==> src/hdl/led_bank_pkg.sv <==
// Purpose: Shared constants and types for the LED driver register bank.
// Assumes: Registers are reached through a byte-wide access port from an I2C slave front end.
// Notes:   Offsets are register pointer values; all registers are 8 bits wide.
package led_bank_pkg;
    // ========================================
    // Register pointers
    localparam logic [4:0] OFS_MODE_ONE     = 5'h00;
    localparam logic [4:0] OFS_MODE_TWO     = 5'h01;
    localparam logic [4:0] OFS_DUTY_FIRST   = 5'h02;
    localparam logic [4:0] OFS_DUTY_LAST    = 5'h09;
    localparam logic [4:0] OFS_GROUP_DUTY   = 5'h0a;
    localparam logic [4:0] OFS_GROUP_PERIOD = 5'h0b;
    localparam logic [4:0] OFS_STATE_LOW    = 5'h0c;
    localparam logic [4:0] OFS_STATE_HIGH   = 5'h0d;
    localparam logic [4:0] OFS_ALT_ONE      = 5'h0e;
    localparam logic [4:0] OFS_ALT_TWO      = 5'h0f;
    localparam logic [4:0] OFS_ALT_THREE    = 5'h10;
    localparam logic [4:0] OFS_BROADCAST    = 5'h11;
    localparam logic [4:0] OFS_LAST_VALID   = 5'h11;
    // ========================================
    // Field positions
    localparam int BIT_SLEEP     = 4;
    localparam int BIT_ALT1_EN   = 3;
    localparam int BIT_ALT2_EN   = 2;
    localparam int BIT_ALT3_EN   = 1;
    localparam int BIT_BCAST_EN  = 0;
    localparam int BIT_GROUP_FN  = 5;
    localparam int BIT_UPD_TIME  = 3;
    // ========================================
    // Reset values
    localparam logic [2:0] RST_AUTOINC      = 3'h4;
    localparam logic [4:0] RST_MODE_ONE_LO  = 5'h11;
    localparam logic [5:0] RST_MODE_TWO_LO  = 6'h05;
    localparam logic [7:0] RST_DUTY         = 8'h00;
    localparam logic [7:0] RST_GROUP_DUTY   = 8'hff;
    localparam logic [7:0] RST_GROUP_PERIOD = 8'h00;
    localparam logic [7:0] RST_STATE        = 8'h00;
    localparam logic [6:0] RST_ALT_ONE      = 7'h71;
    localparam logic [6:0] RST_ALT_TWO      = 7'h72;
    localparam logic [6:0] RST_ALT_THREE    = 7'h74;
    localparam logic [6:0] RST_BROADCAST    = 7'h70;
    // ========================================
    // Timing
    localparam int  CLK_HZ          = 40_000_000;
    localparam int  WAKE_US         = 500;
    localparam int  WAKE_CYCLES     = (CLK_HZ / 1_000_000) * WAKE_US;
    localparam int  PWM_HZ          = 97_000;
    localparam int  PWM_TICK_DIV    = CLK_HZ / (PWM_HZ * 256);
    localparam int  DIM_HZ          = 190;
    localparam int  DIM_TICK_DIV    = CLK_HZ / (DIM_HZ * 256);
    localparam int  BLINK_TICK_DIV  = CLK_HZ / (24 * 256);
    // ========================================
    // Output state field encodings
    typedef enum logic [1:0] {
        LED_OFF   = 2'b00,
        LED_ON    = 2'b01,
        LED_PWM   = 2'b10,
        LED_GROUP = 2'b11
    } led_state_e;
    // Register access request from the serial front end.
    typedef struct packed {
        logic       wr;
        logic       rd;
        logic [4:0] ptr;
        logic [7:0] data;
    } reg_req_s;
endpackage

==> src/hdl/led_driver_register_bank.sv <==
// Purpose: Register bank and output PWM of an eight-output LED driver.
// Assumes: The I2C front end presents one byte access per strobe, plus ack and stop pulses.
// Notes:   The oscillator is modelled by a gate on the PWM time base.
// Operation
// Pointers 00h to 11h acknowledged; 12h to 1Fh not acknowledged.
// Eighteen readable, writable registers mapped from 00h to 11h.
// First mode bits 7..5 read-only auto-increment bits, reset 1,0,0.
// First mode bit 4 set stops oscillator; reset value is set.
// Master must clear the low-power bit for proper operation.
// Oscillator runs within 500 us after low-power bit cleared.
// No dimming or blinking while oscillator is stopped.
// First mode bits 3..1 enable alternate addresses, reset zero.
// First mode bit 0 enables broadcast address, reset one.
// Second mode bits 7 and 6 read-only zero.
// Second mode bit 5 selects dimming (0) or blinking (1).
// Master keeps second mode bits 4,1 zero and bits 2,0 one.
// Second mode bit 3 picks update at STOP (0) or acknowledge (1).
// Update timing applies only to brightness and output-state registers.
// Each output has own PWM at fixed 97 kHz; here PWM_TICK_DIV truncates to 1, so at 40 MHz the PWM runs at 156.25 kHz.
// Duty equals value over 256; zero off, FFh 99.6 percent.
// Per-output duty acts only in state 10 or 11.
// All eight duty registers reset to zero.
// State field: 00 off, 01 on, 10 PWM, 11 PWM with group.
// Dimming mode combines 190 Hz group signal of group duty.
// Blinking period is (group period plus one) over 24 seconds.
// Control byte low five bits select the register accessed.
// Free-running 8-bit counter; output active while below duty.
`timescale 1ns/1ps
`default_nettype none
module led_driver_register_bank
    import led_bank_pkg::*;
#(
    parameter int NUM_LEDS    = 8,
    parameter int WAKE_COUNT  = WAKE_CYCLES
) (
    input  wire logic                mclk,
    input  wire logic                rst_n,
    input  wire reg_req_s            regReq,
    input  wire logic                busAck,
    input  wire logic                busStop,
    output logic                     ptrValid,
    output logic [7:0]               rdData,
    output logic [6:0]               altAddr1,
    output logic [6:0]               altAddr2,
    output logic [6:0]               altAddr3,
    output logic [6:0]               bcastAddr,
    output logic [3:0]               addrEnable,
    output logic [2:0]               autoIncOpt,
    output logic                     oscRunning,
    output logic [NUM_LEDS-1:0]      ledOn
);
    // ========================================
    // Register storage
    logic [4:0]          modeOneLo_ff;
    logic [5:0]          modeTwoLo_ff;
    logic [7:0]          duty_ff    [NUM_LEDS];
    logic [7:0]          dutyShd_ff [NUM_LEDS];
    logic [7:0]          groupDuty_ff;
    logic [7:0]          groupPeriod_ff;
    logic [15:0]         state_ff;
    logic [15:0]         stateShd_ff;
    logic [6:0]          alt1_ff;
    logic [6:0]          alt2_ff;
    logic [6:0]          alt3_ff;
    logic [6:0]          bcast_ff;
    logic                pendShd_ff;
    logic                wrOk;
    logic                updateNow;

    // ========================================
    // Access model
    //
    // The serial front end decodes the control byte and hands
    // over one byte access per strobe.
    //
    // A write strobe lands on the next rising edge.
    //
    // A read strobe loads rdData on the next rising edge.
    //
    // rdData then holds until the next read strobe.
    //
    // Reserved pointers are refused: writes are dropped.
    //
    // Reads of reserved pointers return zero.
    //
    // Pointer stepping for auto-increment lives in the
    // front end; this bank only reports the fixed option.
    //
    // Brightness and state writes go to shadow copies.
    //
    // Reads return the shadow, so the master sees what it
    // wrote even before the outputs have changed.
    //
    // All other registers take effect on the write edge.
    //

    // Pointer check: anything past the last register is reserved.
    // Pointer acknowledge
    assign ptrValid = (regReq.ptr <= OFS_LAST_VALID);
    assign wrOk     = regReq.wr && ptrValid;

    // Mode registers; the auto-increment field is not writable here.
    // Mode one fields
    // Mode two fields
    always_ff @(posedge mclk) begin
        if (!rst_n) begin
            modeOneLo_ff <= RST_MODE_ONE_LO;
            modeTwoLo_ff <= RST_MODE_TWO_LO;
        end else if (wrOk) begin
            if (regReq.ptr == OFS_MODE_ONE) begin
                modeOneLo_ff <= regReq.data[4:0];
            end
            if (regReq.ptr == OFS_MODE_TWO) begin
                modeTwoLo_ff <= regReq.data[5:0];
            end
        end
    end

    // Global and address registers take effect immediately.
    // Register map writes
    always_ff @(posedge mclk) begin
        if (!rst_n) begin
            groupDuty_ff   <= RST_GROUP_DUTY;
            groupPeriod_ff <= RST_GROUP_PERIOD;
            alt1_ff        <= RST_ALT_ONE;
            alt2_ff        <= RST_ALT_TWO;
            alt3_ff        <= RST_ALT_THREE;
            bcast_ff       <= RST_BROADCAST;
        end else if (wrOk) begin
            case (regReq.ptr)
                OFS_GROUP_DUTY:   groupDuty_ff   <= regReq.data;
                OFS_GROUP_PERIOD: groupPeriod_ff <= regReq.data;
                OFS_ALT_ONE:      alt1_ff        <= regReq.data[7:1];
                OFS_ALT_TWO:      alt2_ff        <= regReq.data[7:1];
                OFS_ALT_THREE:    alt3_ff        <= regReq.data[7:1];
                OFS_BROADCAST:    bcast_ff       <= regReq.data[7:1];
                default: begin
                end
            endcase
        end
    end

    // Brightness and state writes land in shadows and are copied to
    // the live registers at STOP or at acknowledge, so that several
    // devices on one bus can change their outputs together.
    // Deferred update
    assign updateNow = pendShd_ff &&
                       (modeTwoLo_ff[BIT_UPD_TIME] ? busAck : busStop);

    // Pending flag; a new write in the update cycle keeps it set.
    always_ff @(posedge mclk) begin
        if (!rst_n) begin
            pendShd_ff <= 1'b0;
        end else if (wrOk && ((regReq.ptr >= OFS_DUTY_FIRST && regReq.ptr <= OFS_DUTY_LAST) ||
                              regReq.ptr == OFS_STATE_LOW || regReq.ptr == OFS_STATE_HIGH)) begin
            pendShd_ff <= 1'b1;
        end else if (updateNow) begin
            pendShd_ff <= 1'b0;
        end
    end

    // Output-state shadow and live copy.
    // State field storage
    always_ff @(posedge mclk) begin
        if (!rst_n) begin
            stateShd_ff <= {RST_STATE, RST_STATE};
            state_ff    <= {RST_STATE, RST_STATE};
        end else begin
            if (wrOk && regReq.ptr == OFS_STATE_LOW) begin
                stateShd_ff[7:0] <= regReq.data;
            end
            if (wrOk && regReq.ptr == OFS_STATE_HIGH) begin
                stateShd_ff[15:8] <= regReq.data;
            end
            if (updateNow) begin
                state_ff <= stateShd_ff;
            end
        end
    end

    // ========================================
    // Oscillator model
    //
    // The real oscillator is not modelled; its start-up is
    // a counter of WAKE_COUNT clock cycles.
    //
    // Sleeping clears the counter at once, so outputs in
    // PWM states fall to off on the next edge.
    //
    // A fully-on output does not need the oscillator and
    // stays on while the device sleeps.
    //
    // All PWM counters restart from zero on wake-up, so
    // every output starts its period in the same phase.
    //
    // The integer dividers truncate; at a 40 MHz clock the
    // per-output period is a limitation the user must know.
    //

    // ========================================
    // Time base: oscillator gate and wake-up delay
    logic        sleepBit;
    logic [$clog2(WAKE_COUNT+1)-1:0] wakeCnt_ff;
    logic [15:0] pwmDiv_ff;
    logic [7:0]  pwmCnt_ff;
    logic        pwmTick;

    assign sleepBit   = modeOneLo_ff[BIT_SLEEP];
    assign oscRunning = (wakeCnt_ff == WAKE_COUNT[$bits(wakeCnt_ff)-1:0]);

    // Wake-up counter; sleeping holds it at zero.
    // Oscillator start
    always_ff @(posedge mclk) begin
        if (!rst_n || sleepBit) begin
            wakeCnt_ff <= '0;
        end else if (!oscRunning) begin
            wakeCnt_ff <= wakeCnt_ff + 1'b1;
        end
    end

    // Per-output period counter, shared by all outputs for equal phase.
    // Free-running counter
    assign pwmTick = (pwmDiv_ff == 16'(PWM_TICK_DIV - 1));
    always_ff @(posedge mclk) begin
        if (!rst_n || !oscRunning) begin
            pwmDiv_ff <= '0;
            pwmCnt_ff <= '0;
        end else if (pwmTick) begin
            pwmDiv_ff <= '0;
            pwmCnt_ff <= pwmCnt_ff + 1'b1;
        end else begin
            pwmDiv_ff <= pwmDiv_ff + 1'b1;
        end
    end

    // ========================================
    // Group dimming or blinking generator
    logic [23:0] grpDiv_ff;
    logic [7:0]  grpCnt_ff;
    logic [23:0] grpLimit;
    logic        grpActive;

    // Blink step length scales with the period register plus one.
    // Group rate
    always_comb begin
        if (modeTwoLo_ff[BIT_GROUP_FN]) begin
            grpLimit = 24'(BLINK_TICK_DIV * (int'(groupPeriod_ff) + 1) - 1);
        end else begin
            grpLimit = 24'(DIM_TICK_DIV - 1);
        end
    end

    // Group halted asleep
    always_ff @(posedge mclk) begin
        if (!rst_n || !oscRunning) begin
            grpDiv_ff <= '0;
            grpCnt_ff <= '0;
        end else if (grpDiv_ff >= grpLimit) begin
            grpDiv_ff <= '0;
            grpCnt_ff <= grpCnt_ff + 1'b1;
        end else begin
            grpDiv_ff <= grpDiv_ff + 1'b1;
        end
    end
    assign grpActive = (grpCnt_ff < groupDuty_ff);

    // ========================================
    // Per-output duty registers and drivers
    genvar i;
    generate
        for (i = 0; i < NUM_LEDS; i++) begin : g_led
            led_state_e sel;
            logic       pwmHigh;
            assign sel = led_state_e'(state_ff[2*i+1:2*i]);
            // Duty reset zero
            always_ff @(posedge mclk) begin
                if (!rst_n) begin
                    dutyShd_ff[i] <= RST_DUTY;
                    duty_ff[i]    <= RST_DUTY;
                end else begin
                    if (wrOk && regReq.ptr == 5'(OFS_DUTY_FIRST + i)) begin
                        dutyShd_ff[i] <= regReq.data;
                    end
                    if (updateNow) begin
                        duty_ff[i] <= dutyShd_ff[i];
                    end
                end
            end
            // Duty compare
            assign pwmHigh = oscRunning && (pwmCnt_ff < duty_ff[i]);
            // Output select
            always_comb begin
                case (sel)
                    LED_OFF:   ledOn[i] = 1'b0;
                    LED_ON:    ledOn[i] = 1'b1;
                    LED_PWM:   ledOn[i] = pwmHigh;
                    LED_GROUP: ledOn[i] = pwmHigh && grpActive;
                    default:   ledOn[i] = 1'b0;
                endcase
            end
        end
    endgenerate

    // ========================================
    // Read path notes
    //
    // The read mux is registered, so the read data never
    // glitches while the pointer settles.
    //
    // The auto-increment field reads as a constant.
    //
    // The top two bits of mode two always read as zero.
    //
    // Address registers read with a zero in bit 0.
    //
    // Duty registers are reached through one indexed mux
    // rather than eight case items.
    //

    // ========================================
    // Read path and address outputs
    // Pointer selects register
    always_ff @(posedge mclk) begin
        if (!rst_n) begin
            rdData <= 8'h00;
        end else if (regReq.rd) begin
            case (regReq.ptr)
                OFS_MODE_ONE:     rdData <= {RST_AUTOINC, modeOneLo_ff};
                OFS_MODE_TWO:     rdData <= {2'b00, modeTwoLo_ff};
                OFS_GROUP_DUTY:   rdData <= groupDuty_ff;
                OFS_GROUP_PERIOD: rdData <= groupPeriod_ff;
                OFS_STATE_LOW:    rdData <= stateShd_ff[7:0];
                OFS_STATE_HIGH:   rdData <= stateShd_ff[15:8];
                OFS_ALT_ONE:      rdData <= {alt1_ff, 1'b0};
                OFS_ALT_TWO:      rdData <= {alt2_ff, 1'b0};
                OFS_ALT_THREE:    rdData <= {alt3_ff, 1'b0};
                OFS_BROADCAST:    rdData <= {bcast_ff, 1'b0};
                default: begin
                    if (regReq.ptr >= OFS_DUTY_FIRST && regReq.ptr <= OFS_DUTY_LAST) begin
                        rdData <= dutyShd_ff[3'(regReq.ptr - OFS_DUTY_FIRST)];
                    end else begin
                        rdData <= 8'h00;
                    end
                end
            endcase
        end
    end

    // Address match enables for the front end, bit order alt1..alt3, broadcast.
    // Address enables
    assign addrEnable = {modeOneLo_ff[BIT_ALT1_EN], modeOneLo_ff[BIT_ALT2_EN],
                         modeOneLo_ff[BIT_ALT3_EN], modeOneLo_ff[BIT_BCAST_EN]};
    assign autoIncOpt = RST_AUTOINC;
    assign altAddr1   = alt1_ff;
    assign altAddr2   = alt2_ff;
    assign altAddr3   = alt3_ff;
    assign bcastAddr  = bcast_ff;
endmodule
`default_nettype wire
==> config.mk <==
export PLATFORM = sky130hd
export DESIGN_NAME = led_driver_register_bank
export DESIGN_NICKNAME = d
export VERILOG_FILES = /design/src/hdl/led_bank_pkg.sv /design/src/hdl/led_driver_register_bank.sv
export SDC_FILE = /design/constraint.sdc
export NUM_CORES = 1
export LEC_CHECK = 0
export BUFFER_PORTS_ARGS = -buffer_cell sky130_fd_sc_hd__buf_2
export CORE_MARGIN = 2
export CORE_UTILIZATION = 60
export DETAILED_ROUTE_END_ITERATION = 10
export GPL_TIMING_DRIVEN = 0
export HOLD_SLACK_MARGIN = 0.02
export PLACE_DENSITY = 0.78
export SLEW_MARGIN = 20
export SYNTH_ARGS = -nofsm -noshare
export SYNTH_HDL_FRONTEND = slang
export SYNTH_SLANG_ARGS = --single-unit
==> constraint.sdc <==
create_clock -name mclk -period 21.6 [get_ports mclk]
set_input_delay 3.24 -clock mclk [delete_from_list [all_inputs] [get_ports mclk]]
set_output_delay 3.24 -clock mclk [all_outputs]
set_load 0.005 [all_outputs]
* Word-level counts from Yosys, hierarchy flattened
Memories as Yosys holds them, arrays and structs flattened. Index checks and enable logic that the tools add are counted.
Operators by class: add/subtract/negate cells 8, multiply operators 1, div/mod/pow operators 0, order comparisons 13, equality and inequality tests 42, shift-type cells 0, muxes and demuxes 58, bitwise logic cells 16, reductions and logical operators 57
Operators with widths (count):
- $mux W8 | 17
- $pmux W8 S10 | 1
- $lt A8 B8 Y1 | 9
- $eq A5 B4 Y1 const B | 8
- $eq A2 B2 Y1 const B | 16
- $pmux W1 S4 | 8
- $mux W1 | 31
- $logic_and A1 B1 Y1 | 30
- $add A24 B1 Y24 const B | 1
- $ge A24 B24 Y1 | 1
- $mux W24 | 1
- $sub A22 B1 Y23 const B | 1
- $mul A12 B9 Y21 const A | 1
- $eq A5 B3 Y1 const B | 4
- $add A16 B1 Y16 const B | 1
- $add A8 B1 Y8 const B | 2
- $eq A2 B1 Y1 const B | 8
- $logic_not A16 Y1 | 1
- $logic_not A2 Y1 | 8
- $or A1 B1 Y1 | 16
- $reduce_and A2 Y1 | 8
- $add A15 B1 Y15 const B | 1
- $eq A15 B15 Y1 const B | 1
- $eq A5 B2 Y1 const B | 2
- other kinds (12) | 18
Storage, ports and cells: register bits 167, bits in latches 0, RAM bits 128, memory bits (read-only) 0, bits of input ports 19, output and inout bits 53, memories kept 2
Memories:
- dutyShd_ff | words 8, width 8, rd ports 9, clocked after memory_dff 0, wr ports 8, RTL line led_driver_register_bank.sv:57 | logic [7:0] dutyShd_ff [NUM_LEDS];
- duty_ff | words 8, width 8, rd ports 8, clocked after memory_dff 0, wr ports 8, RTL line led_driver_register_bank.sv:56 | logic [7:0] duty_ff [NUM_LEDS];

* Longest topological paths before layout
Gate-level depths: netlist (run 1).
word-level depth 7, mapped depth 35, gate-level depth less buffers 31

* Worst setup path after synthesis (run 1)
No wires, ideal clock.
path type input port to output port, from input port regReq[9] in the netlist's numbering, to output port ptrValid, arrival 4.660 ns, required time 18.360 ns, slack 13.700 ns, stages 7, buffers on the path 2, path through buf_1 buf_1 inv_1 ha_1 nand2_1 a21oi_1 o21ai_0
Between the ends: longest elaborated chain between the ends 1
RTL lines:
- start: declaration | RTL line led_driver_register_bank.sv:38 | input wire reg_req_s regReq,
- $le A5 B5 Y1 | RTL line led_driver_register_bank.sv:99 | assign ptrValid = (regReq.ptr <= OFS_LAST_VALID);
- end: declaration | RTL line led_driver_register_bank.sv:41 | output logic ptrValid,
Every way passes these cells.

* Worst setup path in the final report (run 1)
from register groupPeriod_ff[0], to register grpDiv_ff[21]
Between the ends: longest elaborated chain between the ends 6
RTL lines:
- start: declaration | RTL line led_driver_register_bank.sv:59 | logic [7:0] groupPeriod_ff;
- start signal: assignment | RTL line led_driver_register_bank.sv:132 | OFS_GROUP_PERIOD: groupPeriod_ff <= regReq.data;
- $add A8 B1 Y9 | RTL line led_driver_register_bank.sv:247 | grpLimit = 24'(BLINK_TICK_DIV * (int'(groupPeriod_ff) + 1) - 1);
- $mul A12 B9 Y21 | RTL line led_driver_register_bank.sv:247
- $sub A22 B1 Y23 | RTL line led_driver_register_bank.sv:247
- $mux W24 | RTL line led_driver_register_bank.sv:246 | if (modeTwoLo_ff[BIT_GROUP_FN]) begin
- $ge A24 B24 Y1 | RTL line led_driver_register_bank.sv:258 | end else if (grpDiv_ff >= grpLimit) begin
- $reduce_or A2 Y1 (no line)
- end signal: assignment | RTL line led_driver_register_bank.sv:262 | grpDiv_ff <= grpDiv_ff + 1'b1;
- end: declaration | RTL line led_driver_register_bank.sv:238 | logic [23:0] grpDiv_ff;
Every way passes these cells. A chain may end at the register's enable or synchronous reset.

==> flow_summary.toml, run 1 <==
[outcome]
status = "finished clean"

[worst_setup_path]
r2r_slack_ns = 12.20
worstSetupEndpoint = "grpDiv_ff[21]$_SDFF_PP0_"
crit_start = "groupPeriod_ff[0]$_SDFFE_PN0P_"
worstPathMaxFanout = 10
crit_slowest_cell = "nor4_1"
critPathKind = "register to register"
r2r-end = "grpDiv_ff[21]$_SDFF_PP0_"
startpoint_type = "register"
worstPathArrival_ns = 9.89
reg2regPathDepth = 34
cpMostUsedCell = "inv_1"
rr_startpoint = "groupPeriod_ff[0]$_SDFFE_PN0P_"
critPathMaxStageDelay_ns = 0.64
required_ns = 22.09
end_kind = "register"

[route]
ant_nets = 0
post-route-drc-count = 0
drt_wl_total_um = 44800
first_pass_iters = 6
num_vias = 13706
via_per_inst = 5.88
wl_per_cell_um = 19.2
drtIter0Drc = 1466

[sta]
drv_slew = 0
tns_ns = 0
timing.final.crit_share = 0.435
min_period_ns = 9.40
setup_viol = 0
hold_viol = 0
rsz0062_at_grt = "false"
worst_pin_slew_ns = 0.975
fin_skew_ns = 0.0353
slew_headroom = 0.340
max_clock_freq_mhz = 106

[placed_design]
gp_congestion = 0.954
dpl.cell_count = 2276
dp_hpwl_um = 33300
io_buffers = 62

[finish]
drive_gt1_frac = 0.0883
diodes = 0
n_fill_cell = 2215
area_delta_synth_final_pct = 10.6
finalNetCount = 2121
instances_no_fill = 2332

[cts]
cts_max_level = 1
cts_resized = 0
cts.sinks = 295
cts_tree = "done"
clock_latency_ns = 0.58
clockRootBuffer = "clkbuf_16"
hold_buffers = 0
clkTransAtPathRegs_ns = 0.07
numCtsBuffers = 30
clk_path_buf_depth = 3
post_cts_buffers = 0

[floorplan]
die-width_um = 174
rows = 62
ios = 72
die_h_um = 174
core_um2 = 28600
die-area_um2 = 30400
start_util = 0.609

[synth]
yosysUniqueCellTypes = 66
synth_area_um2 = 17400
synthArstFlopShare = 0
synth_ff_type = "dfxtp_1"
synth_edf_count = 128
synthCells = 1828
ys_seq_area_frac = 0.412
ys_ff_latch = 295
synth_warnings = 0
avgSynthCellArea_um2 = 9.53

[grt]
grt_pass1_vias = 13462
grt_start_max_net_pins = 40
grt_antenna_before_repair = 0
overflow = 0
grt_pass1_wl_um = 71600
track_usage = 0.297

[min_path]
hold_class = "register to register"

[power_and_ir_drop]
peakVddDrop_v = 0.0000615
pwr-share-clk = 0.439
power.density_nw_per_um2 = 62.7
leakagePower_uw = 0.00803
p_seq_frac = 0.501
p_switching_uw = 279
intPower_uw = 929
switching_share = 0.231
p_comb_frac = 0.061

[flow_run]
drv_cap = 0
[layer usage]
layer / track usage / vias up / part of all wire
met4: 0.107 / 0 / 0.037
met1: 0.396 / 6576 / 0.41
met5: 0 / - / 0
met2: 0.496 / 543 / 0.47
li1: - / 6479 / -
met3: 0.0433 / 108 / 0.078
[power by group through the flow]
stage / clock network, µW / registers (µW) / logic [µW]
after floorplan: 0 / 613 / 46.3
after global placement: 0 / 617 / 68.1
after detailed placement: 0 / 617 / 71.1
after CTS: 533 / 605 / 72.0
after global routing: 558 / 606 / 79.2
final: 530 / 605 / 73.4
[worst max-delay path, delay by kind of cell, from the launching register on]
family	cells	cell delay, ns
fa+ha+maj	6	2.75
buf+inv	8	1.69
xor+xnor	2	0.47
compound gates	6	1.12
simple gates	12	2.88
flops	1	0.37
[cells by family (layout without fill, tap and decap cells)]
kind of cell	Yosys count	count (layout)	synth area share
and+or+nand+nor	701	701	0.203
DFF	295	295	0.412
AOI/OAI and AO/OA	255	255	0.0923
buffers and inverters	245	364	0.0565
adders and majority gates	178	178	0.143
xor gates and xnor gates	93	93	0.0468
muxes	59	59	0.0456
other	2	3	0.000431
[state kept, by name (all words and copies together) (netlist names), 7 cells and up]
name	flops
groupPeriod_ff	8
pwmDiv_ff	16
stateShd_ff	16
pwmCnt_ff	8
altAddr1	7
rdData	8
grpCnt_ff	8
bcastAddr	7
grpDiv_ff	24
state_ff	16
groupDuty_ff	8
wakeCnt_ff	15
altAddr2	7
dutyShd_ff	64
duty_ff	64
altAddr3	7
[cell type report]
class,instances,area (µm²),area share
Buffer,85,384,0.0199
Clock buffer,47,926,0.0480
Clock inverter,9,101,0.00526
Inverter,160,601,0.0312
Multi-Input combinational cell,1289,9270,0.481
Sequential cell,295,7190,0.373
Tap cell,384,480,0.0249
Timing Repair Buffer,63,330,0.0171
[through the flow]
| stage | hold WS [ns] | instance area (µm²) | total power [µW] | worst slack, ns | utilization |
|---|---|---|---|---|---|
| CTS | 0.459 | 19300 | 1210 | 12.18 | 0.673 |
| global route | 0.473 | 19300 | 1240 | 11.46 | 0.673 |
| global placement | 0.445 | 18200 | 685 | 12.51 | 0.636 |
| floorplan | 0.432 | 17400 | 659 | 13.70 | - |
| finish | 0.465 | 19300 | 1210 | 12.20 | 0.673 |
| detailed placement | 0.449 | 18300 | 688 | 12.25 | 0.638 |
[synth_stat cells (all sizes together) (3+ instances only)]
| library cell | number | share of area |
|---|---|---|
| a21oi | 103 | 0.030 |
| o31ai | 3 | 0.0013 |
| nor2 | 150 | 0.032 |
| dfxtp | 167 | 0.19 |
| clkbuf | 68 | 0.015 |
| a222oi | 7 | 0.0040 |
| a221oi | 7 | 0.0035 |
| or4 | 5 | 0.0026 |
| a22o | 4 | 0.0020 |
| a211oi | 4 | 0.0017 |
| ha | 143 | 0.10 |
| nand3 | 102 | 0.029 |
| a2bb2oi | 8 | 0.0040 |
| xnor2 | 40 | 0.020 |
| edfxtp | 128 | 0.22 |
| nor4b | 5 | 0.0025 |
| o211ai | 13 | 0.0056 |
| inv | 160 | 0.034 |
| fa | 35 | 0.040 |
| or2 | 11 | 0.0039 |
| mux2 | 3 | 0.0019 |
| nor4 | 6 | 0.0025 |
| and3 | 23 | 0.0083 |
| a22oi | 11 | 0.0047 |
| and2 | 137 | 0.049 |
| mux2i | 40 | 0.023 |
| nand2 | 151 | 0.033 |
| nand2b | 23 | 0.0083 |
| o21a | 5 | 0.0022 |
| nor3 | 25 | 0.0072 |
| nand4 | 25 | 0.0090 |
| buf | 15 | 0.0060 |
| mux4 | 16 | 0.021 |
| or3 | 9 | 0.0035 |
| nand3b | 10 | 0.0043 |
| a21o | 29 | 0.012 |
| o21ai | 47 | 0.014 |
| nor2b | 14 | 0.0050 |
| xor2 | 53 | 0.027 |
[layout by cell type (no fill, tap or decap), types with 5 or more instances in the layout]
cell,n
buf_4,7
o211ai_1,13
nand2_1,150
nor2b_1,14
xor2_1,53
or2_2,10
mux4_2,16
ha_1,143
o21ai_1,8
mux2i_1,40
o21ai_0,39
fa_1,35
clkbuf_8,8
clkbuf_1,70
a2bb2oi_1,8
clkinv_2,5
nand3b_1,10
a22oi_1,11
buf_1,5
nand4_1,25
a21oi_1,103
xnor2_1,40
clkbuf_16,31
nor3_1,25
edfxtp_1,128
a222oi_1,7
and2_1,137
or3_1,8
a21o_1,29
o21a_1,5
a221oi_1,7
inv_1,158
nand3_1,102
nand2b_1,23
buf_2,62
nor2_1,150
dfxtp_1,167
nor4b_1,5
and3_1,23
[how the worst min path moves through the flow]
stage / start / to / slack, ns / depth (start not counted)
final: modeTwoLo_ff[1]$_SDFFE_PN0P_ / modeTwoLo_ff[1]$_SDFFE_PN0P_ / 0.47 / 2
after global routing: pendShd_ff$_SDFFE_PN0P_ / pendShd_ff$_SDFFE_PN0P_ / 0.47 / 2
after CTS: modeTwoLo_ff[1]$_SDFFE_PN0P_ / modeTwoLo_ff[1]$_SDFFE_PN0P_ / 0.46 / 2
after detailed placement: modeTwoLo_ff[4]$_SDFFE_PN0P_ / modeTwoLo_ff[4]$_SDFFE_PN0P_ / 0.45 / 2
after global placement: modeTwoLo_ff[4]$_SDFFE_PN0P_ / modeTwoLo_ff[4]$_SDFFE_PN0P_ / 0.44 / 2
after floorplan: pendShd_ff$_SDFFE_PN0P_ / pendShd_ff$_SDFFE_PN0P_ / 0.43 / 2
Power figures use the tool's default switching activity.
==> run 2: changes to the inputs <==
Settings changed: CORE_UTILIZATION 60 to 57, PLACE_DENSITY 0.78 to 0.77.
Clock period 21.6 ns to 7.8 ns, I/O delays scaled along.
==> run 2 against run 1 <==
Non-clock buffer count grew 29. Largest cell class unchanged. Final cell count grew 1.7%. Register-to-register slack lost 12 ns. Highest routed layer unchanged. Clock power rose to 2.8 times the previous value.
==> flow_summary.toml, run 2 (synthesized netlist as in run 1, its figures left out) <==
[outcome]
status = "finished clean"

[worst_setup_path]
crit_slowest_cell = "fa_1"
end_kind = "register"
rr_startpoint = "groupPeriod_ff[4]$_SDFFE_PN0P_"
r2r_slack_ns = 0.07
worstPathArrival_ns = 8.23
worstSetupEndpoint = "grpCnt_ff[7]$_SDFFE_PP0P_"
r2r-end = "grpCnt_ff[7]$_SDFFE_PP0P_"
crit_start = "groupPeriod_ff[4]$_SDFFE_PN0P_"
critPathMaxStageDelay_ns = 0.56
reg2regPathDepth = 30
startpoint_type = "register"
required_ns = 8.30
critPathKind = "register to register"
worstPathMaxFanout = 9

[sta]
fin_skew_ns = 0.0197
slew_headroom = 0.404
max_clock_freq_mhz = 129
drv_slew = 0
min_period_ns = 7.73
layout_setup_ws_ns = 0.0654
worst_pin_slew_ns = 0.888
rsz0062_at_grt = "true"
setup_viol = 0
hold_viol = 0
timing.final.crit_share = 0.992

[min_path]
hold_class = "register to register"
whs_path_depth = 2

[cts]
clock_latency_ns = 0.59
clkTransAtPathRegs_ns = 0.06
cts_max_level = 1
hold_buffers = 0
numCtsBuffers = 31
cts.sinks = 295
clk_path_buf_depth = 3
clockRootBuffer = "clkbuf_16"
cts_tree = "done"

[finish]
final_common_cell = "dfxtp_1"
n_fill_cell = 2324
drive_gt1_frac = 0.128
finalNetCount = 2151
reg_top3 = "dutyShd_ff: 64 flops, duty_ff: 64 flops, grpDiv_ff: 24 flops"
area_delta_synth_final_pct = 14.4
final_cell_mix = "dfxtp_1 (164), inv_1 (155), nand2_1 (150)"
diodes = 0

[power_and_ir_drop]
peakVddDrop_v = 0.000181
leakagePower_uw = 0.00829
p_total_uw = 3350
power.density_nw_per_um2 = 168

[route]
ant_nets = 0
drtIter0Drc = 1396
first_pass_iters = 8
num_vias = 13848
wl_per_cell_um = 19.4
post-route-drc-count = 0
via_per_inst = 5.84
drt_wl_total_um = 46100

[placed_design]
gp_congestion = 0.982
dp_slack_ns = -1.11
io_buffers = 62
dp_hpwl_um = 33600

[grt]
track_usage = 0.286
overflow = 0
grt_antenna_before_repair = 1
grt_pass1_vias = 13432
grt_start_max_net_pins = 46
grt_pass1_wl_um = 71100

[floorplan]
die_h_um = 179
rows = 64
die-width_um = 179
die-area_um2 = 32000
start_util = 0.574
core_um2 = 30300
ios = 72

[flow_run]
drv_cap = 0
[run 2: cell types whose count changed in the layout (fill, tap and decap cells not counted), moves of 6 or more]
cell	previous run	this run
ha_1	143	136
nor2_2	0	7
nor2_1	150	140
clkbuf_1	70	64
buf_4	7	33
ha_4	0	6
[run 2: per-layer routing]
layer | wire length (µm) | up-vias | global-route usage
met5 | 0 | - | 0
met1 | 19000 | 6578 | 0.385
met3 | 3950 | 129 | 0.0428
met2 | 21500 | 614 | 0.470
met4 | 1590 | 0 | 0.104
li1 | - | 6527 | -
[run 2: where the power goes]
group	leakage (µW)	internal, µW	switching [µW]
registers	0.00262	1650	21.6
clock network	0.000491	846	617
logic	0.00518	73.3	136
total	0.00829	2570	774
[run 2: worst max-delay path: cells and delay by family (launching register included)]
kind	cells	cell delay, ns
DFF	1	0.45
AOI/OAI and AO/OA	5	0.90
xor gates and xnor gates	2	0.27
and+or+nand+nor	11	2.83
adders and majority gates	6	2.56
buffers and inverters	6	0.61
[run 2: metrics by stage]
stage | instances | setup TNS (ns) | util | hold WS (ns) | instance area (µm²)
after CTS | 2359 | 0 | 0.645 | 0.466 | 19600
after floorplan | 1829 | 0 | - | 0.432 | 17400
after global routing | 2372 | -2.16 | 0.657 | 0.482 | 19900
after global placement | 2287 | -24.89 | 0.601 | 0.445 | 18200
final | 2372 | 0 | 0.657 | 0.468 | 19900
after detailed placement | 2289 | -29.62 | 0.602 | 0.457 | 18300
[run 2: what timing repair did]
action | in CTS | in global routing
cloned | 2 | 1
setup buffers | 15 | 13
setup endpoints to repair | 32 | 32
pin swaps | 6 | 20
endpoints found under the hold margin | 0 | 0
gates resized for setup | 38 | 52
[run 2: worst min-delay path by stage]
| stage | start | end | slack [ns] |
|---|---|---|---|
| finish | modeTwoLo_ff[1]$_SDFFE_PN0P_ | modeTwoLo_ff[1]$_SDFFE_PN0P_ | 0.47 |
| detailed placement | modeTwoLo_ff[1]$_SDFFE_PN0P_ | modeTwoLo_ff[1]$_SDFFE_PN0P_ | 0.46 |
| global placement | modeTwoLo_ff[4]$_SDFFE_PN0P_ | modeTwoLo_ff[4]$_SDFFE_PN0P_ | 0.45 |
| CTS | modeTwoLo_ff[1]$_SDFFE_PN0P_ | modeTwoLo_ff[1]$_SDFFE_PN0P_ | 0.47 |
| floorplan | pendShd_ff$_SDFFE_PN0P_ | pendShd_ff$_SDFFE_PN0P_ | 0.43 |
| global route | modeTwoLo_ff[1]$_SDFFE_PN0P_ | modeTwoLo_ff[1]$_SDFFE_PN0P_ | 0.48 |
[run 2: cell type report]
class                      instances  area, µm²  share of cell area
timing repair buffer              95        609              0.0306
multi-input combinational       1289       9590               0.481
clock inverter                    12        130             0.00653
tap                              396        495              0.0249
clock buffer                      43        873              0.0438
buffer                            82        433              0.0217
inverter                         160        601              0.0301
sequential                       295       7200               0.361
==> run 3: changes to the inputs <==
Settings changed: CTS_CLUSTER_DIAMETER set to 80, REMOVE_ABC_BUFFERS set to 1.
==> run 3 against run 2 <==
Setup slack better by 0.20 ns. Fmax is 2.6% higher. Worst hold slack worse by 0.0047 ns. Non-clock buffer count is 89 lower. Clock skew is 0.010 ns higher. Critical path depth is 1 higher. Combinational power is 6% lower. Critical path type unchanged. Largest power group unchanged.
==> flow_summary.toml, run 3 (synthesized netlist as in run 1, its figures left out) <==
[worst_setup_path]
required_ns = 8.25
worstPathArrival_ns = 7.98
end_kind = "register"
startpoint_type = "register"
cpMostUsedCell = "fa_1"
critPathMaxStageDelay_ns = 0.53
crit_slowest_cell = "fa_1"
worstPathMaxFanout = 8
critPathKind = "register to register"

[placed_design]
io_buffers = 68
dp_hpwl_um = 30400
dpl.cell_count = 2211
gp_congestion = 0.912

[route]
wl_per_cell_um = 18.9
drtIter0Drc = 1275
drt_wl_total_um = 43300
post-route-drc-count = 0
ant_nets = 0
first_pass_iters = 7
num_vias = 13493
via_per_inst = 5.89

[cts]
cts.sinks = 295
numCtsBuffers = 34
clkTransAtPathRegs_ns = 0.06
cts_max_level = 2
clock_latency_ns = 0.55
clockRootBuffer = "clkbuf_16"
hold_buffers = 0
cts_tree = "done"
clk_path_buf_depth = 3

[finish]
finalNetCount = 2066
area_delta_synth_final_pct = 12.2
drive_gt1_frac = 0.121
reg_top3 = "dutyShd_ff: 64 flops, duty_ff: 64 flops, grpDiv_ff: 24 flops"
instances_no_fill = 2291
final_common_cell = "dfxtp_1"
n_fill_cell = 2334
diodes = 0
final_cell_mix = "dfxtp_1 (162), inv_1 (155), nand2_1 (149)"

[sta]
hold_viol = 0
worst_pin_slew_ns = 0.988
max_clock_freq_mhz = 133
min_period_ns = 7.53
fin_skew_ns = 0.0302
setup_viol = 0
drv_slew = 0
slew_headroom = 0.334
timing.final.crit_share = 0.966
tns_ns = 0

[floorplan]
start_util = 0.574
die-area_um2 = 32000
rows = 64
core_um2 = 30300
die-width_um = 179
ios = 72
die_h_um = 179

[grt]
met1_usage = 0.356
grt_pass1_vias = 13042
grt_pass1_wl_um = 67900
grt_busiest_layer = "met2"
met2_usage = 0.451
use_met3 = 0.0469
grt_start_max_net_pins = 63
track_usage = 0.271
grt_antenna_before_repair = 0
overflow = 0

[power_and_ir_drop]
power.density_nw_per_um2 = 179
leakagePower_uw = 0.00813
peakVddDrop_v = 0.000181

[min_path]
hold_class = "register to register"

[flow_run]
drv_cap = 0

[outcome]
status = "finished clean"
[run 3: cell count changes in the layout (fill, tap and decap cells not counted), moves of 3 or more]
cell,delta
clkbuf_1,-54
clkinv_2,+3
clkbuf_2,-4
clkinv_1,-3
buf_4,-16
buf_2,+4
buf_1,-5
buf_6,-6
buf_8,-3
[run 3: timing repair]
action	in CTS	in global routing
resized for setup	23	32
buffers inserted	9	8
hold endpoints to repair	0	0
setup endpoints to repair	32	32
pin swaps	5	16
cloned	1	0
[run 3: path summary, 6_finish.rpt]
path | from | endpoint | slack (ns) | depth (start not counted)
worst max-delay path | groupPeriod_ff[1]$_SDFFE_PN0P_ | grpCnt_ff[4]$_SDFFE_PP0P_ | 0.27 | 31
worst min-delay path | modeTwoLo_ff[1]$_SDFFE_PN0P_ | modeTwoLo_ff[1]$_SDFFE_PN0P_ | 0.46 | 2
worst max register to register | groupPeriod_ff[1]$_SDFFE_PN0P_ | grpCnt_ff[4]$_SDFFE_PP0P_ | 0.27 | 31
worst min register to register | modeTwoLo_ff[1]$_SDFFE_PN0P_ | modeTwoLo_ff[1]$_SDFFE_PN0P_ | 0.46 | 2
[run 3: layout make-up]
| class | instances | area, µm² | area share |
|---|---|---|---|
| sequential | 295 | 7200 | 0.369 |
| clock inverter | 11 | 160 | 0.00820 |
| multi-input combinational | 1290 | 9550 | 0.489 |
| clock buffer | 51 | 985 | 0.0504 |
| inverter | 160 | 602 | 0.0308 |
| tap | 396 | 495 | 0.0254 |
| timing repair buffer | 88 | 546 | 0.0279 |
[run 3: metrics by stage]
stage          setup slack, ns   util  total power (µW)  cell area, µm²  hold slack (ns)
2_1_floorplan           -0.157      -              1810           17000            0.432
3_3_place_gp             -1.51  0.589              1880           17900            0.444
3_5_place_dp             -1.69  0.592              1890           18000            0.451
4_1_cts                0.00603  0.635              3500           19300            0.460
5_1_grt                -0.0266  0.644              3580           19500            0.476
6_report                 0.265  0.644              3490           19500            0.463
[run 3: critical path, delay by kind of cell (launching register included)]
family | cells | cell delay (ns)
simple gates | 11 | 2.84
fa+ha+maj | 7 | 2.75
compound gates | 6 | 0.85
buf+inv | 6 | 0.42
flops | 1 | 0.38
xor+xnor | 1 | 0.17
[run 3: routing by layer]
layer / wire [µm] / share of wire
met3: 3140 / 0.073
met4: 1510 / 0.035
met1: 18000 / 0.41
met5: 0 / 0
met2: 20700 / 0.48
[run 3: where the power goes]
part | total [µW] | leakage, µW | internal (µW) | switching (µW)
clock network | 1620 | 0.000560 | 957 | 663
registers | 1670 | 0.00263 | 1650 | 20.0
logic | 197 | 0.00494 | 67.0 | 130
total | 3490 | 0.00813 | 2680 | 813
